### src/hdl/dps_pkg.sv
// Constants, latch layouts and bus map of the dual synthesizer serial block
package dps_pkg;
  // Serial word geometry
  localparam int WORD_W = 23;
  localparam int R_W = 14;
  localparam int A_W = 7;
  localparam int M_W = 11;
  // Field positions inside the shifted word
  localparam int DEST_LSB = 0;
  localparam int R_LSB = 2;
  localparam int POL_BIT = 16;
  localparam int MON_BIT = 17;
  localparam int A_LSB = 2;
  localparam int M_LSB = 9;
  localparam int MOD_BIT = 20;
  // Smallest legal ratios; smaller loads are raised to these
  localparam logic [R_W-1:0] R_MIN = 14'h0005;
  localparam logic [M_W-1:0] M_MIN = 11'h005;
  // Prescaler base moduli for each section
  localparam int RF_PRE_LO = 64;
  localparam int RF_PRE_HI = 128;
  localparam int IF_PRE_LO = 16;
  localparam int IF_PRE_HI = 32;
  // Lock detect: tolerated phase error width in core cycles
  localparam logic [7:0] LOCK_TOL = 8'h03;
  localparam logic [7:0] LOCK_WIN_RST = 8'h04;
  localparam int N_SYNC = 8;
  // Register byte offsets
  localparam logic [7:0] OFS_CTRL = 8'h00;
  localparam logic [7:0] OFS_STATUS = 8'h04;
  localparam logic [7:0] OFS_SHIFT = 8'h08;
  localparam logic [7:0] OFS_IF_REF = 8'h0C;
  localparam logic [7:0] OFS_IF_PROG = 8'h10;
  localparam logic [7:0] OFS_RF_REF = 8'h14;
  localparam logic [7:0] OFS_RF_PROG = 8'h18;
  localparam logic [1:0] RESP_OKAY = 2'h0;
  localparam logic [1:0] RESP_SLVERR = 2'h2;

  // Destination latch chosen by the two control bits
  typedef enum logic [1:0] {DPS_IF_REF, DPS_IF_PROG, DPS_RF_REF, DPS_RF_PROG} dps_dest_e;

  // Reference counter latch
  typedef struct packed {
    logic mon_sel;
    logic polarity;
    logic [R_W-1:0] ratio;
  } dps_ref_s;

  // Programmable counter latch
  typedef struct packed {
    logic mod_sel;
    logic [M_W-1:0] main;
    logic [A_W-1:0] swallow;
  } dps_prog_s;

  localparam dps_ref_s REF_RST = '{mon_sel: 1'b0, polarity: 1'b0, ratio: R_MIN};
  localparam dps_prog_s PROG_RST = '{mod_sel: 1'b0, main: M_MIN, swallow: 7'h00};
endpackage

### src/hdl/dps_section.sv
// One synthesizer section: dividers, pulse swallow, phase detector, pump, lock
module dps_section #(
  parameter int PRE_LO = 64,
  parameter int PRE_HI = 128
) (
  input wire logic clk,
  input wire logic rstn,
  input wire logic ena,
  input wire dps_pkg::dps_ref_s ref_latch,
  input wire dps_pkg::dps_prog_s prog_latch,
  input wire logic ref_edge,
  input wire logic pre_edge,
  input wire logic [7:0] lock_win,
  output logic cp_out,
  output logic cp_oe,
  output logic lock,
  output logic ref_mon
);
  logic [13:0] ref_cnt;
  logic [13:0] r_eff;
  logic [10:0] m_eff;
  logic [10:0] main_cnt;
  logic [6:0] swal_cnt;
  logic [7:0] pre_cnt;
  logic [7:0] pre_top;
  logic [7:0] err_cnt;
  logic [7:0] good_cnt;
  logic ref_pulse;
  logic div_pulse;
  logic up;
  logic dn;
  logic next_up;
  logic next_dn;

  assign r_eff = (ref_latch.ratio < dps_pkg::R_MIN) ? dps_pkg::R_MIN : ref_latch.ratio;
  assign m_eff = (prog_latch.main < dps_pkg::M_MIN) ? dps_pkg::M_MIN : prog_latch.main;
  // modulus select, one extra count while swallowing
  assign pre_top = (prog_latch.mod_sel ? 8'(PRE_HI) : 8'(PRE_LO)) - ((swal_cnt != 7'h00) ? 8'h00 : 8'h01);

  always_ff @(posedge clk) begin
    if (!rstn || !ena) begin
      ref_cnt <= '0;
      ref_pulse <= 1'b0;
    end else begin
      ref_pulse <= 1'b0;
      if (ref_edge) begin
        if (ref_cnt >= r_eff - 14'h0001) begin
          ref_cnt <= '0;
          ref_pulse <= 1'b1;
        end else begin
          ref_cnt <= ref_cnt + 14'h0001;
        end
      end
    end
  end

  always_ff @(posedge clk) begin
    if (!rstn || !ena) begin
      pre_cnt <= '0;
      main_cnt <= '0;
      swal_cnt <= '0;
      div_pulse <= 1'b0;
    end else begin
      div_pulse <= 1'b0;
      if (pre_edge) begin
        if (pre_cnt >= pre_top) begin
          pre_cnt <= '0;
          if (main_cnt >= m_eff - 11'h001) begin
            main_cnt <= '0;
            swal_cnt <= prog_latch.swallow;
            div_pulse <= 1'b1;
          end else begin
            main_cnt <= main_cnt + 11'h001;
            if (swal_cnt != 7'h00) begin
              swal_cnt <= swal_cnt - 7'h01;
            end
          end
        end else begin
          pre_cnt <= pre_cnt + 8'h01;
        end
      end
    end
  end

  // Phase-frequency detector, both sides clear together
  always_comb begin
    next_up = up | ref_pulse;
    next_dn = dn | div_pulse;
    if (next_up && next_dn) begin
      next_up = 1'b0;
      next_dn = 1'b0;
    end
  end

  // Detector state and lock qualification by error width
  always_ff @(posedge clk) begin
    if (!rstn || !ena) begin
      up <= 1'b0;
      dn <= 1'b0;
      err_cnt <= '0;
      good_cnt <= '0;
      lock <= 1'b0;
      ref_mon <= 1'b0;
    end else begin
      up <= next_up;
      dn <= next_dn;
      if (ref_pulse) begin
        ref_mon <= ~ref_mon;
      end
      if (up || dn) begin
        err_cnt <= (err_cnt == 8'hFF) ? err_cnt : err_cnt + 8'h01;
      end else begin
        err_cnt <= '0;
      end
      if (err_cnt > dps_pkg::LOCK_TOL) begin
        good_cnt <= '0;
      end else if ((up || dn) && !next_up && !next_dn && good_cnt != 8'hFF) begin
        good_cnt <= good_cnt + 8'h01;
      end
      lock <= (good_cnt >= lock_win) && (err_cnt <= dps_pkg::LOCK_TOL);
    end
  end

  // polarity swaps pump direction; idle pump when saving
  always_ff @(posedge clk) begin
    if (!rstn || !ena) begin
      cp_out <= 1'b0;
      cp_oe <= 1'b0;
    end else begin
      cp_out <= ref_latch.polarity ? dn : up;
      cp_oe <= up ^ dn;
    end
  end
endmodule // dps_section

### src/hdl/dps_top.sv
// Serial load, latches, both synthesizer sections and register slave
// Operation
// - 23-bit shift register takes one data bit per serial clock rising edge.
// - While load strobe is high, shifted word goes to the latch it selects.
// - Two control bits pick IF ref, IF prog, RF ref or RF prog latch.
// - Reference divider is a 14-bit value, ratio 5 to 16383.
// - Swallow counter is binary 7-bit, 0 to 127.
// - Main programmable counter is binary 11-bit, 5 to 2047.
// - RF prescaler modulus selectable as 64/65 or 128/129.
// - IF prescaler modulus selectable as 16/17 or 32/33.
// - Monitor pin shows phase monitor when select high, lock detect when low.
// - Each section has its own power-save pin: high normal, low saving.
// - Polarity bit inverts the phase detector driving that charge pump.
// - Losing RF supply clears RF latches and shift register.
module dps_top (
  input wire logic CORE_CLK,
  input wire logic RSTN,
  input wire logic SERIAL_CLK,
  input wire logic SERIAL_DATA,
  input wire logic LOAD_STROBE,
  input wire logic IF_POWER_SAVE_IN,
  input wire logic RF_POWER_SAVE_IN,
  input wire logic RF_SUPPLY_OK,
  input wire logic REFERENCE_OSC_IN,
  input wire logic IF_PRESCALER_IN,
  input wire logic RF_PRESCALER_IN,
  output logic IF_PUMP_OUT,
  output logic IF_PUMP_OE,
  output logic RF_PUMP_OUT,
  output logic RF_PUMP_OE,
  output logic SHARED_MONITOR_PIN,
  input wire logic [7:0] S_AXI_AWADDR,
  input wire logic S_AXI_AWVALID,
  output logic S_AXI_AWREADY,
  input wire logic [31:0] S_AXI_WDATA,
  input wire logic [3:0] S_AXI_WSTRB,
  input wire logic S_AXI_WVALID,
  output logic S_AXI_WREADY,
  output logic [1:0] S_AXI_BRESP,
  output logic S_AXI_BVALID,
  input wire logic S_AXI_BREADY,
  input wire logic [7:0] S_AXI_ARADDR,
  input wire logic S_AXI_ARVALID,
  output logic S_AXI_ARREADY,
  output logic [31:0] S_AXI_RDATA,
  output logic [1:0] S_AXI_RRESP,
  output logic S_AXI_RVALID,
  input wire logic S_AXI_RREADY
);
  logic [dps_pkg::N_SYNC-1:0] pins;
  logic [dps_pkg::N_SYNC-1:0] sync1;
  logic [dps_pkg::N_SYNC-1:0] sync2;
  logic [dps_pkg::N_SYNC-1:0] sync3;
  logic [dps_pkg::N_SYNC-1:0] rise;
  logic [dps_pkg::WORD_W-1:0] shift_word;
  logic [dps_pkg::WORD_W-1:0] word_zext;
  dps_pkg::dps_ref_s if_ref;
  dps_pkg::dps_ref_s rf_ref;
  dps_pkg::dps_prog_s if_prog;
  dps_pkg::dps_prog_s rf_prog;
  dps_pkg::dps_ref_s word_ref;
  dps_pkg::dps_prog_s word_prog;
  dps_pkg::dps_dest_e dest;
  logic [7:0] lock_win;
  logic sclk_rise;
  logic data_s;
  logic strobe_s;
  logic if_ena;
  logic rf_ena;
  logic supply_s;
  logic if_lock;
  logic rf_lock;
  logic if_mon;
  logic rf_mon;
  logic aw_hold;
  logic w_hold;
  logic [7:0] aw_addr;
  logic [31:0] w_data;
  logic [3:0] w_strb;
  logic [31:0] next_rdata;
  logic next_rerr;

  // Pins from outside the core clock domain
  assign pins = {RF_SUPPLY_OK, RF_PRESCALER_IN, IF_PRESCALER_IN, REFERENCE_OSC_IN,
                 RF_POWER_SAVE_IN, IF_POWER_SAVE_IN, LOAD_STROBE, SERIAL_CLK};

  // Two-stage synchroniser plus an edge stage, one per pin
  genvar gi;
  generate
    for (gi = 0; gi < dps_pkg::N_SYNC; gi++) begin : g_sync
      always_ff @(posedge CORE_CLK) begin
        if (!RSTN) begin
          sync1[gi] <= 1'b0;
          sync2[gi] <= 1'b0;
          sync3[gi] <= 1'b0;
        end else begin
          sync1[gi] <= pins[gi];
          sync2[gi] <= sync1[gi];
          sync3[gi] <= sync2[gi];
        end
      end
      assign rise[gi] = sync2[gi] & ~sync3[gi];
    end
  endgenerate

  // Serial data rides its own synchroniser, aligned with the clock pin
  logic data_m;
  always_ff @(posedge CORE_CLK) begin
    if (!RSTN) begin
      data_m <= 1'b0;
      data_s <= 1'b0;
    end else begin
      data_m <= SERIAL_DATA;
      data_s <= data_m;
    end
  end

  assign sclk_rise = rise[0];
  assign strobe_s = sync2[1];
  assign if_ena = sync2[2];
  assign rf_ena = sync2[3] & supply_s;
  assign supply_s = sync2[7];

  // shift on serial clock rising edge
  always_ff @(posedge CORE_CLK) begin
    if (!RSTN) begin
      shift_word <= '0;
    // shift register lost with RF supply
    end else if (!supply_s) begin
      shift_word <= '0;
    end else if (sclk_rise) begin
      shift_word <= {shift_word[dps_pkg::WORD_W-2:0], data_s};
    end
  end

  // destination and field views of the shifted word
  assign word_zext = shift_word;
  assign dest = dps_pkg::dps_dest_e'(word_zext[dps_pkg::DEST_LSB +: 2]);
  assign word_ref = '{mon_sel: word_zext[dps_pkg::MON_BIT], polarity: word_zext[dps_pkg::POL_BIT],
                      ratio: word_zext[dps_pkg::R_LSB +: dps_pkg::R_W]};
  assign word_prog = '{mod_sel: word_zext[dps_pkg::MOD_BIT], main: word_zext[dps_pkg::M_LSB +: dps_pkg::M_W],
                       swallow: word_zext[dps_pkg::A_LSB +: dps_pkg::A_W]};

  // IF latches follow the word while strobe is high
  always_ff @(posedge CORE_CLK) begin
    if (!RSTN) begin
      if_ref <= dps_pkg::REF_RST;
      if_prog <= dps_pkg::PROG_RST;
    end else if (strobe_s) begin
      case (dest)
        dps_pkg::DPS_IF_REF: if_ref <= word_ref;
        dps_pkg::DPS_IF_PROG: if_prog <= word_prog;
        default: ;
      endcase
    end
  end

  // RF latches follow the word while strobe is high
  always_ff @(posedge CORE_CLK) begin
    if (!RSTN) begin
      rf_ref <= dps_pkg::REF_RST;
      rf_prog <= dps_pkg::PROG_RST;
    end else if (!supply_s) begin
      rf_ref <= dps_pkg::REF_RST;
      rf_prog <= dps_pkg::PROG_RST;
    end else if (strobe_s) begin
      case (dest)
        dps_pkg::DPS_RF_REF: rf_ref <= word_ref;
        dps_pkg::DPS_RF_PROG: rf_prog <= word_prog;
        default: ;
      endcase
    end
  end

  // IF section: 16/17 or 32/33 prescaler
  dps_section #(
    .PRE_LO(dps_pkg::IF_PRE_LO),
    .PRE_HI(dps_pkg::IF_PRE_HI)
  ) u_if (
    .clk(CORE_CLK),
    .rstn(RSTN),
    .ena(if_ena),
    .ref_latch(if_ref),
    .prog_latch(if_prog),
    .ref_edge(rise[4]),
    .pre_edge(rise[5]),
    .lock_win(lock_win),
    .cp_out(IF_PUMP_OUT),
    .cp_oe(IF_PUMP_OE),
    .lock(if_lock),
    .ref_mon(if_mon)
  );

  // RF section: 64/65 or 128/129 prescaler
  dps_section #(
    .PRE_LO(dps_pkg::RF_PRE_LO),
    .PRE_HI(dps_pkg::RF_PRE_HI)
  ) u_rf (
    .clk(CORE_CLK),
    .rstn(RSTN),
    .ena(rf_ena),
    .ref_latch(rf_ref),
    .prog_latch(rf_prog),
    .ref_edge(rise[4]),
    .pre_edge(rise[6]),
    .lock_win(lock_win),
    .cp_out(RF_PUMP_OUT),
    .cp_oe(RF_PUMP_OE),
    .lock(rf_lock),
    .ref_mon(rf_mon)
  );

  // monitor pin: phase monitor or combined lock detect
  always_ff @(posedge CORE_CLK) begin
    if (!RSTN) begin
      SHARED_MONITOR_PIN <= 1'b0;
    end else if (rf_ref.mon_sel) begin
      SHARED_MONITOR_PIN <= rf_mon;
    end else begin
      SHARED_MONITOR_PIN <= if_lock & rf_lock;
    end
  end

  // Write address and data taken in either order, one write at a time
  always_ff @(posedge CORE_CLK) begin
    if (!RSTN) begin
      aw_hold <= 1'b0;
      w_hold <= 1'b0;
      aw_addr <= '0;
      w_data <= '0;
      w_strb <= '0;
      S_AXI_AWREADY <= 1'b0;
      S_AXI_WREADY <= 1'b0;
    end else begin
      S_AXI_AWREADY <= !aw_hold && !(S_AXI_AWVALID && S_AXI_AWREADY) && !S_AXI_BVALID;
      S_AXI_WREADY <= !w_hold && !(S_AXI_WVALID && S_AXI_WREADY) && !S_AXI_BVALID;
      if (S_AXI_AWVALID && S_AXI_AWREADY) begin
        aw_hold <= 1'b1;
        aw_addr <= S_AXI_AWADDR;
      end
      if (S_AXI_WVALID && S_AXI_WREADY) begin
        w_hold <= 1'b1;
        w_data <= S_AXI_WDATA;
        w_strb <= S_AXI_WSTRB;
      end
      if (aw_hold && w_hold) begin
        aw_hold <= 1'b0;
        w_hold <= 1'b0;
      end
    end
  end

  // Write response and control register; only the control word is writable
  always_ff @(posedge CORE_CLK) begin
    if (!RSTN) begin
      S_AXI_BVALID <= 1'b0;
      S_AXI_BRESP <= dps_pkg::RESP_OKAY;
      lock_win <= dps_pkg::LOCK_WIN_RST;
    end else if (aw_hold && w_hold) begin
      S_AXI_BVALID <= 1'b1;
      if (aw_addr[7:2] == dps_pkg::OFS_CTRL[7:2]) begin
        S_AXI_BRESP <= dps_pkg::RESP_OKAY;
        if (w_strb[0]) begin
          lock_win <= w_data[7:0];
        end
      end else begin
        S_AXI_BRESP <= dps_pkg::RESP_SLVERR;
      end
    end else if (S_AXI_BVALID && S_AXI_BREADY) begin
      S_AXI_BVALID <= 1'b0;
    end
  end

  // Read decode
  always_comb begin
    next_rdata = 32'h00000000;
    next_rerr = 1'b0;
    case (S_AXI_ARADDR[7:2])
      dps_pkg::OFS_CTRL[7:2]: next_rdata = {24'h000000, lock_win};
      dps_pkg::OFS_STATUS[7:2]: next_rdata = {25'h0000000, supply_s, strobe_s, rf_ena, if_ena,
                                              rf_lock, if_lock, SHARED_MONITOR_PIN};
      dps_pkg::OFS_SHIFT[7:2]: next_rdata = {9'h000, shift_word};
      dps_pkg::OFS_IF_REF[7:2]: next_rdata = {16'h0000, if_ref};
      dps_pkg::OFS_IF_PROG[7:2]: next_rdata = {13'h0000, if_prog};
      dps_pkg::OFS_RF_REF[7:2]: next_rdata = {16'h0000, rf_ref};
      dps_pkg::OFS_RF_PROG[7:2]: next_rdata = {13'h0000, rf_prog};
      default: next_rerr = 1'b1;
    endcase
  end

  // Read channel, one read at a time
  always_ff @(posedge CORE_CLK) begin
    if (!RSTN) begin
      S_AXI_ARREADY <= 1'b0;
      S_AXI_RVALID <= 1'b0;
      S_AXI_RDATA <= '0;
      S_AXI_RRESP <= dps_pkg::RESP_OKAY;
    end else if (S_AXI_ARVALID && S_AXI_ARREADY) begin
      S_AXI_ARREADY <= 1'b0;
      S_AXI_RVALID <= 1'b1;
      S_AXI_RDATA <= next_rdata;
      S_AXI_RRESP <= next_rerr ? dps_pkg::RESP_SLVERR : dps_pkg::RESP_OKAY;
    end else if (S_AXI_RVALID) begin
      if (S_AXI_RREADY) begin
        S_AXI_RVALID <= 1'b0;
      end
    end else begin
      S_AXI_ARREADY <= 1'b1;
    end
  end
endmodule // dps_top

### config.mk
export PLATFORM = sky130hd
export DESIGN_NAME = dps_top
export DESIGN_NICKNAME = d
export VERILOG_FILES = /design/src/hdl/dps_pkg.sv /design/src/hdl/dps_section.sv /design/src/hdl/dps_top.sv
export SDC_FILE = /design/constraint.sdc
export NUM_CORES = 1
export LEC_CHECK = 0
export ABC_AREA = 1
export BUFFER_PORTS_ARGS = -buffer_cell sky130_fd_sc_hd__buf_4
export CAP_MARGIN = 20
export CELL_PAD_IN_SITES_DETAIL_PLACEMENT = 0
export CELL_PAD_IN_SITES_GLOBAL_PLACEMENT = 2
export CORE_MARGIN = 2
export CORE_UTILIZATION = 30
export CTS_BUF_LIST = sky130_fd_sc_hd__clkbuf_16
export CTS_CLUSTER_SIZE = 20
export DETAILED_ROUTE_END_ITERATION = 16
export GPL_TIMING_DRIVEN = 0
export PLACE_DENSITY_LB_ADDON = 0.1
export SYNTH_ARGS = -nofsm -noshare
export SYNTH_HDL_FRONTEND = slang
export SYNTH_SLANG_ARGS = --single-unit
### constraint.sdc
create_clock -name CORE_CLK -period 2.65 [get_ports CORE_CLK]
set_input_delay 0.3975 -clock CORE_CLK [delete_from_list [all_inputs] [get_ports CORE_CLK]]
set_output_delay 0.3975 -clock CORE_CLK [all_outputs]
set_load 0.05 [all_outputs]
* Yosys cells after proc, flatten, opt, wreduce, memory -nomap -nowiden
Cells that the tools add are included.
** Storage, ports and cells
- Register bits :: 311
- Input bits :: 68
- Word-level logic and storage cells :: 250
** Cells by class
- Add/subtract/negate cells :: 18
- Magnitude comparators :: 16
- Equal/unequal tests :: 13
- Mux-type cells :: 37
- Bitwise operators :: 25
- Reduce and logical (&&, ||, !) cells :: 64
** Operators with widths (number)
- 23-bit one-hot mux with 7 select lines :: 1
- 14-bit two-way mux :: 4
- 8-bit by 1-bit adder with 8-bit output (second input constant) :: 6
- 11-bit two-way mux :: 4
- 8-bit >= comparator :: 4
- 14-bit by 1-bit adder with 14-bit output (second input constant) :: 2
- 14-bit >= comparator :: 2
- 14-bit by 3-bit < comparator with 1-bit output (second input constant) :: 2
- 7-bit two-way mux :: 4
- 14-bit by 1-bit subtractor with 14-bit output (second input constant) :: 2
- 8-bit two-way mux :: 3
- 11-bit by 1-bit adder with 11-bit output (second input constant) :: 2
- 11-bit >= comparator :: 2
- 11-bit by 3-bit < comparator with 1-bit output (second input constant) :: 2
- 11-bit by 1-bit subtractor with 11-bit output (second input constant) :: 2
- 1-bit logical AND :: 19
- 6-bit by 3-bit equality test with 1-bit output (second input constant) :: 3
- 1-bit two-way mux :: 18
- 8-bit equality test (second input constant) :: 2
- 8-bit by 2-bit greater-than comparator with 1-bit output (second input constant) :: 2
- 8-bit by 2-bit less-or-equal comparator with 1-bit output (second input constant) :: 2
- 8-bit != test (second input constant) :: 2
- 2-bit OR reduction :: 8
- 8-bit subtractor :: 2
- other kinds (21) :: 73

* Longest topological paths before layout
- Depth in word-level cells :: 7
- Mapped depth :: 24
- Depth with buffers taken out :: 23

* Hierarchy
Synthesis repeated with hierarchy kept, for this count alone.
** Unflattened totals
- Cell total of the unflattened synthesis :: 2341
- Area total of the unflattened synthesis :: 16438.3 um^2
** Modules (own cells, without submodules)
- dps_top :: instances 1, cells an instance 943, area an instance 6914.1 um^2, sequential area each 3423.3 um^2
- dps_section at u_rf :: instances 1, cells an instance 700, area an instance 4798.4 um^2, sequential area each 1281.2 um^2
- dps_section at u_if :: instances 1, cells an instance 698, area an instance 4725.8 um^2, sequential area each 1281.2 um^2

* Least setup slack after synthesis
No wires, ideal clock.
- Kind :: register to register
- Start :: reg rf_prog[10] (netlist bit)
- End :: reg u_rf.swal_cnt[3]
- Setup time :: 113 ps
- Arrival time :: 2775 ps
- Required time :: 2537 ps
- Slack :: -238 ps
- Stages on the path, launching flop included :: 22
- Path buffers :: 1
- Clock period less this slack :: 2888 ps
- Cells stage by stage :: dfxtp_1 > inv_1 > nand2_1 > nor2_1 > nand3_1 > nand2_1 > ha_1 > inv_1 > nor2_1 > nand2_1 > nor2_2 > xor2_1 > ha_1 > a21oi_1 > o21ai_0 > nor2_2 > nand3_2 > nand2_1 > buf_6 > nand2_1 > nand2_1 > nor2_1
** On the way
- Longest elaborated chain between the ends :: 6
- Elaborated cells between the ends (all ways) :: 7
- Classes of those cells :: 1 x add/sub; 2 x order compare; 2 x mux; 2 x reduce/logical
** RTL lines
- from (decl) :: line dps_top.sv:60 : dps_pkg::dps_prog_s rf_prog;
- from (signal assigned) :: line dps_top.sv:162 : rf_prog <= dps_pkg::PROG_RST;
- from (signal assigned) :: line dps_top.sv:165 : rf_prog <= dps_pkg::PROG_RST;
- from (signal assigned) :: line dps_top.sv:169 : dps_pkg::DPS_RF_PROG: rf_prog <= word_prog;
- 11-bit by 3-bit < comparator with 1-bit output :: line dps_section.sv:36 : assign m_eff = (prog_latch.main < dps_pkg::M_MIN) ? dps_pkg::M_MIN : prog_latch.main;
- 11-bit two-way mux * :: line dps_section.sv:36
- 11-bit by 1-bit subtractor with 11-bit output * :: line dps_section.sv:68 : if (main_cnt >= m_eff - 11'h001) begin
- 11-bit >= comparator * :: line dps_section.sv:68
- 2-bit nonzero test (no line)
- 3-bit AND reduction (no line)
- to (signal assigned) :: line dps_section.sv:70 : swal_cnt <= prog_latch.swallow;
- to (signal assigned) :: line dps_section.sv:75 : swal_cnt <= swal_cnt - 7'h01;
- to (decl) :: line dps_section.sv:23 : logic [6:0] swal_cnt;
Mark *: on every way between the ends. The rest lies on a longest branch, timed or not.
A chain may end at the register's enable or synchronous reset.

* Worst setup path in the final report
- Start :: reg rf_prog[13] (netlist bit)
- End :: reg u_rf.swal_cnt[5]
The elaborated chain is that of the path after synthesis.

==> results.yml <==
setup_path:
  cp-start-kind: "register"
  setup.worst_path.end: "u_rf.swal_cnt[5]$_SDFFE_PP0P_"
  critPathMaxStageDelay_ns: 0.33
  arrival_ns: 3.31
  r2r-end: "u_rf.swal_cnt[5]$_SDFFE_PP0P_"
  rr_worst_depth: 23
  crit_required_ns: 3.11
  cp_cell_sequence: "inv_2, nand2_2, nor2_4, nand3_2, nand2_2, ha_4, inv_2, nor2_4, nand2_2, nor2_4, xor2_1, ha_1, nand2_2, nor2_4, nand2_2, nor2_4, nor2_4, nand3_2, nand2_4, buf_6, nand2_2, nand2_1, nor2_1"
  path_max_fanout: 5
  worstSetupStartpoint: "rf_prog[13]$_SDFFE_PN0P_"
  rr_startpoint: "rf_prog[13]$_SDFFE_PN0P_"
  cpMaxStageDelayCell: "dfxtp_2"
  worstSetupPathType: "register to register"
  crit_path_end_kind: "register"
  r2r_slack_ns: -0.20
sta:
  hold_violations: 0
  maxSlewViolCount: 0
  max_freq_ghz: 0.351
  period_needed_ns: 2.85
  worstMarginPinSlew_ns: 0.874
  setup_ws_ns: -0.200
  timing.slew.headroom_pct: 41.5
  final.period_utilization_pct: 108
  setup_viol: 66
  hold_slack_ns: 0.0887
  clock_skew_ns: 0.0202
  rsz0062_at_grt: "true"
clock_tree:
  cts_buffer_depth: 3
  clkSlewWorstSetupHoldPaths_ns: 0.06
  cts_tree: "done"
  cts-root-buf: "clkbuf_16"
  clkLatencyLatePin_ns: 0.56
  cts.sinks: 298
  htreeDepth: 2
  cts_buffers: 38
yosys:
  synth_adder_area_share_pct: 8.32
  synth_top_family_by_area: "simple AND/OR/NAND/NOR gates"
  synth-seq-cells: 298
  synthSimpleGateAreaFrac_pct: 25.4
  synth_compound_area_share_pct: 13.9
  netlist_area_sq_mm: 0.0153
  muxShareOfSynthArea_pct: 0.0653
  synth_xor_xnor_area_share_pct: 4.97
  synth_cell_type_count: 47
  avgSynthCellArea_sq_um: 7.21
  yosys_warnings: 0
  synth_cells: 2129
  yosysSeqAreaShare_pct: 38.9
floorplan:
  ioPinCount: 114
  initial_utilization_pct: 30.5
  die_h_um: 230
  dieArea_sq_mm: 0.0530
  core.rowCount: 82
  die_w_um: 230
  placeableCoreArea_sq_mm: 0.0503
route:
  first_pass_iters: 5
  drc_errors: 0
  post_drt_wl_per_cell_um: 17.0
  routed_wl_um: 51900
  routed-via-count: 14369
  drt_iter0_markers: 888
  vias_per_cell: 4.71
  ant_nets: 0
global_routing:
  grt_pass1_vias: 13902
  antenna_found_initial: 0
  track_usage_pct: 19.4
  grt-ovfl-total: 0
  grt_max_degree: 13
  grt_pass1_wl_um: 80100
layout:
  antenna_cells: 0
  syn2layout_area_growth_pct: 30.6
  final_nets: 2522
  mostFrequentLayoutCells: "360 x nand2_1, 258 x dfxtp_1, 233 x nor2_1, 223 x inv_1, 160 x buf_4"
  final_common_cell: "nand2_1"
  drive_gt1_share_pct: 23.3
pwr:
  peakVddDrop_uv: 350
  power_leakage_nw: 8.60
  powerDensity_mw_per_mm2: 513
placed_design:
  dp_hpwl_um: 37900
  pre_cts_ws_ns: -0.811
  place.gp.congestion: 0.807
  io_buffers: 71
run_status:
  outcome: "finished with violations"
  violations: "setup timing"
job:
  cap_viol_max_count: 0
worst_hold_path:
  hold_path.class: "input pin to register"
==> per-stage QoR <==
step / TNS, ns / utilization, % / area, sq um / std cells / total power [mW]
floorplan: -0.496 / - / 15500 / 2139 / 4.95
global placement: -36.63 / 33.5 / 16800 / 2882 / 5.12
detailed placement: -38.96 / 33.5 / 16800 / 2882 / 5.13
CTS: -9.40 / 38.5 / 19400 / 3031 / 10.4
global route: -20.26 / 39.8 / 20000 / 3053 / 10.7
finish: -8.61 / 39.8 / 20000 / 3053 / 10.3
==> worst min-delay path by stage <==
| stage | from | endpoint | slack (ns) | cells after the start |
|---|---|---|---|---|
| 2_1_floorplan | data_m$_SDFF_PN0_ | data_s$_SDFF_PN0_ | 0.39 | 2 |
| 3_3_place_gp | sync1[5]$_SDFF_PN0_ | sync2[5]$_SDFF_PN0_ | 0.40 | 2 |
| 3_5_place_dp | sync1[4]$_SDFF_PN0_ | sync2[4]$_SDFF_PN0_ | 0.40 | 2 |
| 4_1_cts | S_AXI_WDATA[3] | w_data[3]$_SDFFE_PN0P_ | 0.06 | 3 |
| 5_1_grt | S_AXI_WDATA[3] | w_data[3]$_SDFFE_PN0P_ | 0.1 | 3 |
| 6_report | S_AXI_WDATA[3] | w_data[3]$_SDFFE_PN0P_ | 0.09 | 3 |
==> what timing repair did <==
| action | CTS | global route |
|---|---|---|
| hold buffers | 9 | 0 |
| endpoints found under the hold margin | 9 | 0 |
| resized for setup | 206 | 148 |
| gates cloned | 5 | 0 |
| pin swaps | 69 | 84 |
| setup buffers | 66 | 22 |
| setup endpoints to repair | 83 | 83 |
==> routing by layer <==
layer | up-vias | share of wire [%] | track usage [%]
met5 | - | 0 | 0
met2 | 249 | 44 | 30.9
met4 | 0 | 2.3 | 5.85
met1 | 6681 | 49 | 27.1
met3 | 70 | 4.0 | 2.90
li1 | 7369 | - | -
==> cell usage after synthesis, drive strengths merged <==
master / instances / area share (%)
a31oi: 6 / 0.24
clkbuf: 34 / 0.90
o21a: 2 / 0.098
ha: 102 / 8.3
dfxtp: 298 / 39
a21oi: 162 / 5.4
a22oi: 18 / 0.88
o21bai: 2 / 0.098
nand3b: 8 / 0.39
a31o: 1 / 0.057
o2111ai: 2 / 0.11
o22ai: 9 / 0.37
conb: 1 / 0.024
nor2: 315 / 7.9
nand3: 82 / 2.8
inv: 251 / 6.1
a211oi: 1 / 0.049
o21ai: 185 / 6.0
nand2: 439 / 11
nor4: 5 / 0.20
nor3b: 3 / 0.22
buf: 32 / 1.4
and2: 1 / 0.041
nand4: 31 / 1.3
mux2i: 1 / 0.065
xor2: 72 / 4.1
o211ai: 11 / 0.54
o31ai: 1 / 0.049
clkinv: 1 / 0.024
or2: 4 / 0.18
nor3: 34 / 1.3
xnor2: 15 / 0.86
==> state kept, by name, indices dropped and copies added (netlist names), 8 cells and up <==
name           cells
u_rf.ref_cnt      14
lock_win           8
u_if.good_cnt      8
u_rf.good_cnt      8
if_prog           19
rf_ref            16
u_rf.main_cnt     11
rf_prog           19
u_if.main_cnt     11
sync1              8
w_data             8
S_AXI_RDATA       23
u_if.pre_cnt       8
u_if.err_cnt       8
if_ref            16
u_rf.err_cnt       8
u_rf.pre_cnt       8
shift_word        23
u_if.ref_cnt      14
==> final cells by class <==
class / count / area, sq um
Buffer: 66 / 409
Sequential cell: 298 / 6070
Inverter: 252 / 962
Clock inverter: 30 / 256
Multi-Input combinational cell: 1523 / 9080
Fill cell: 5346 / 30200
Timing Repair Buffer: 173 / 1430
Clock buffer: 39 / 976
Tap cell: 672 / 841
==> where the power goes <==
part           total [mW]  internal, mW  switching (mW)
logic               0.520         0.180           0.339
clock network        5.19          3.06            2.12
registers            4.56          4.52          0.0396
total                10.3          7.77            2.50
==> critical path: cells and delay by family, from the launching register on <==
family | cells | cell delay [ns]
AND/OR/NAND/NOR | 17 | 1.60
XOR/XNOR | 1 | 0.17
adder cells (fa/ha/maj) | 2 | 0.41
buffers and inverters | 3 | 0.24
flip-flops | 1 | 0.33
==> kinds of logic (layout without fill, tap and decap cells) <==
logic type      after synthesis  in the layout
fa+ha+maj                   102            102
other cells                   1             11
mux                           1              1
compound gates              400            400
flops                       298            298
buf+inv                     318            560
simple gates                922            922
xor+xnor                     87             87
No activity file was read; power rests on OpenSTA's default activity.
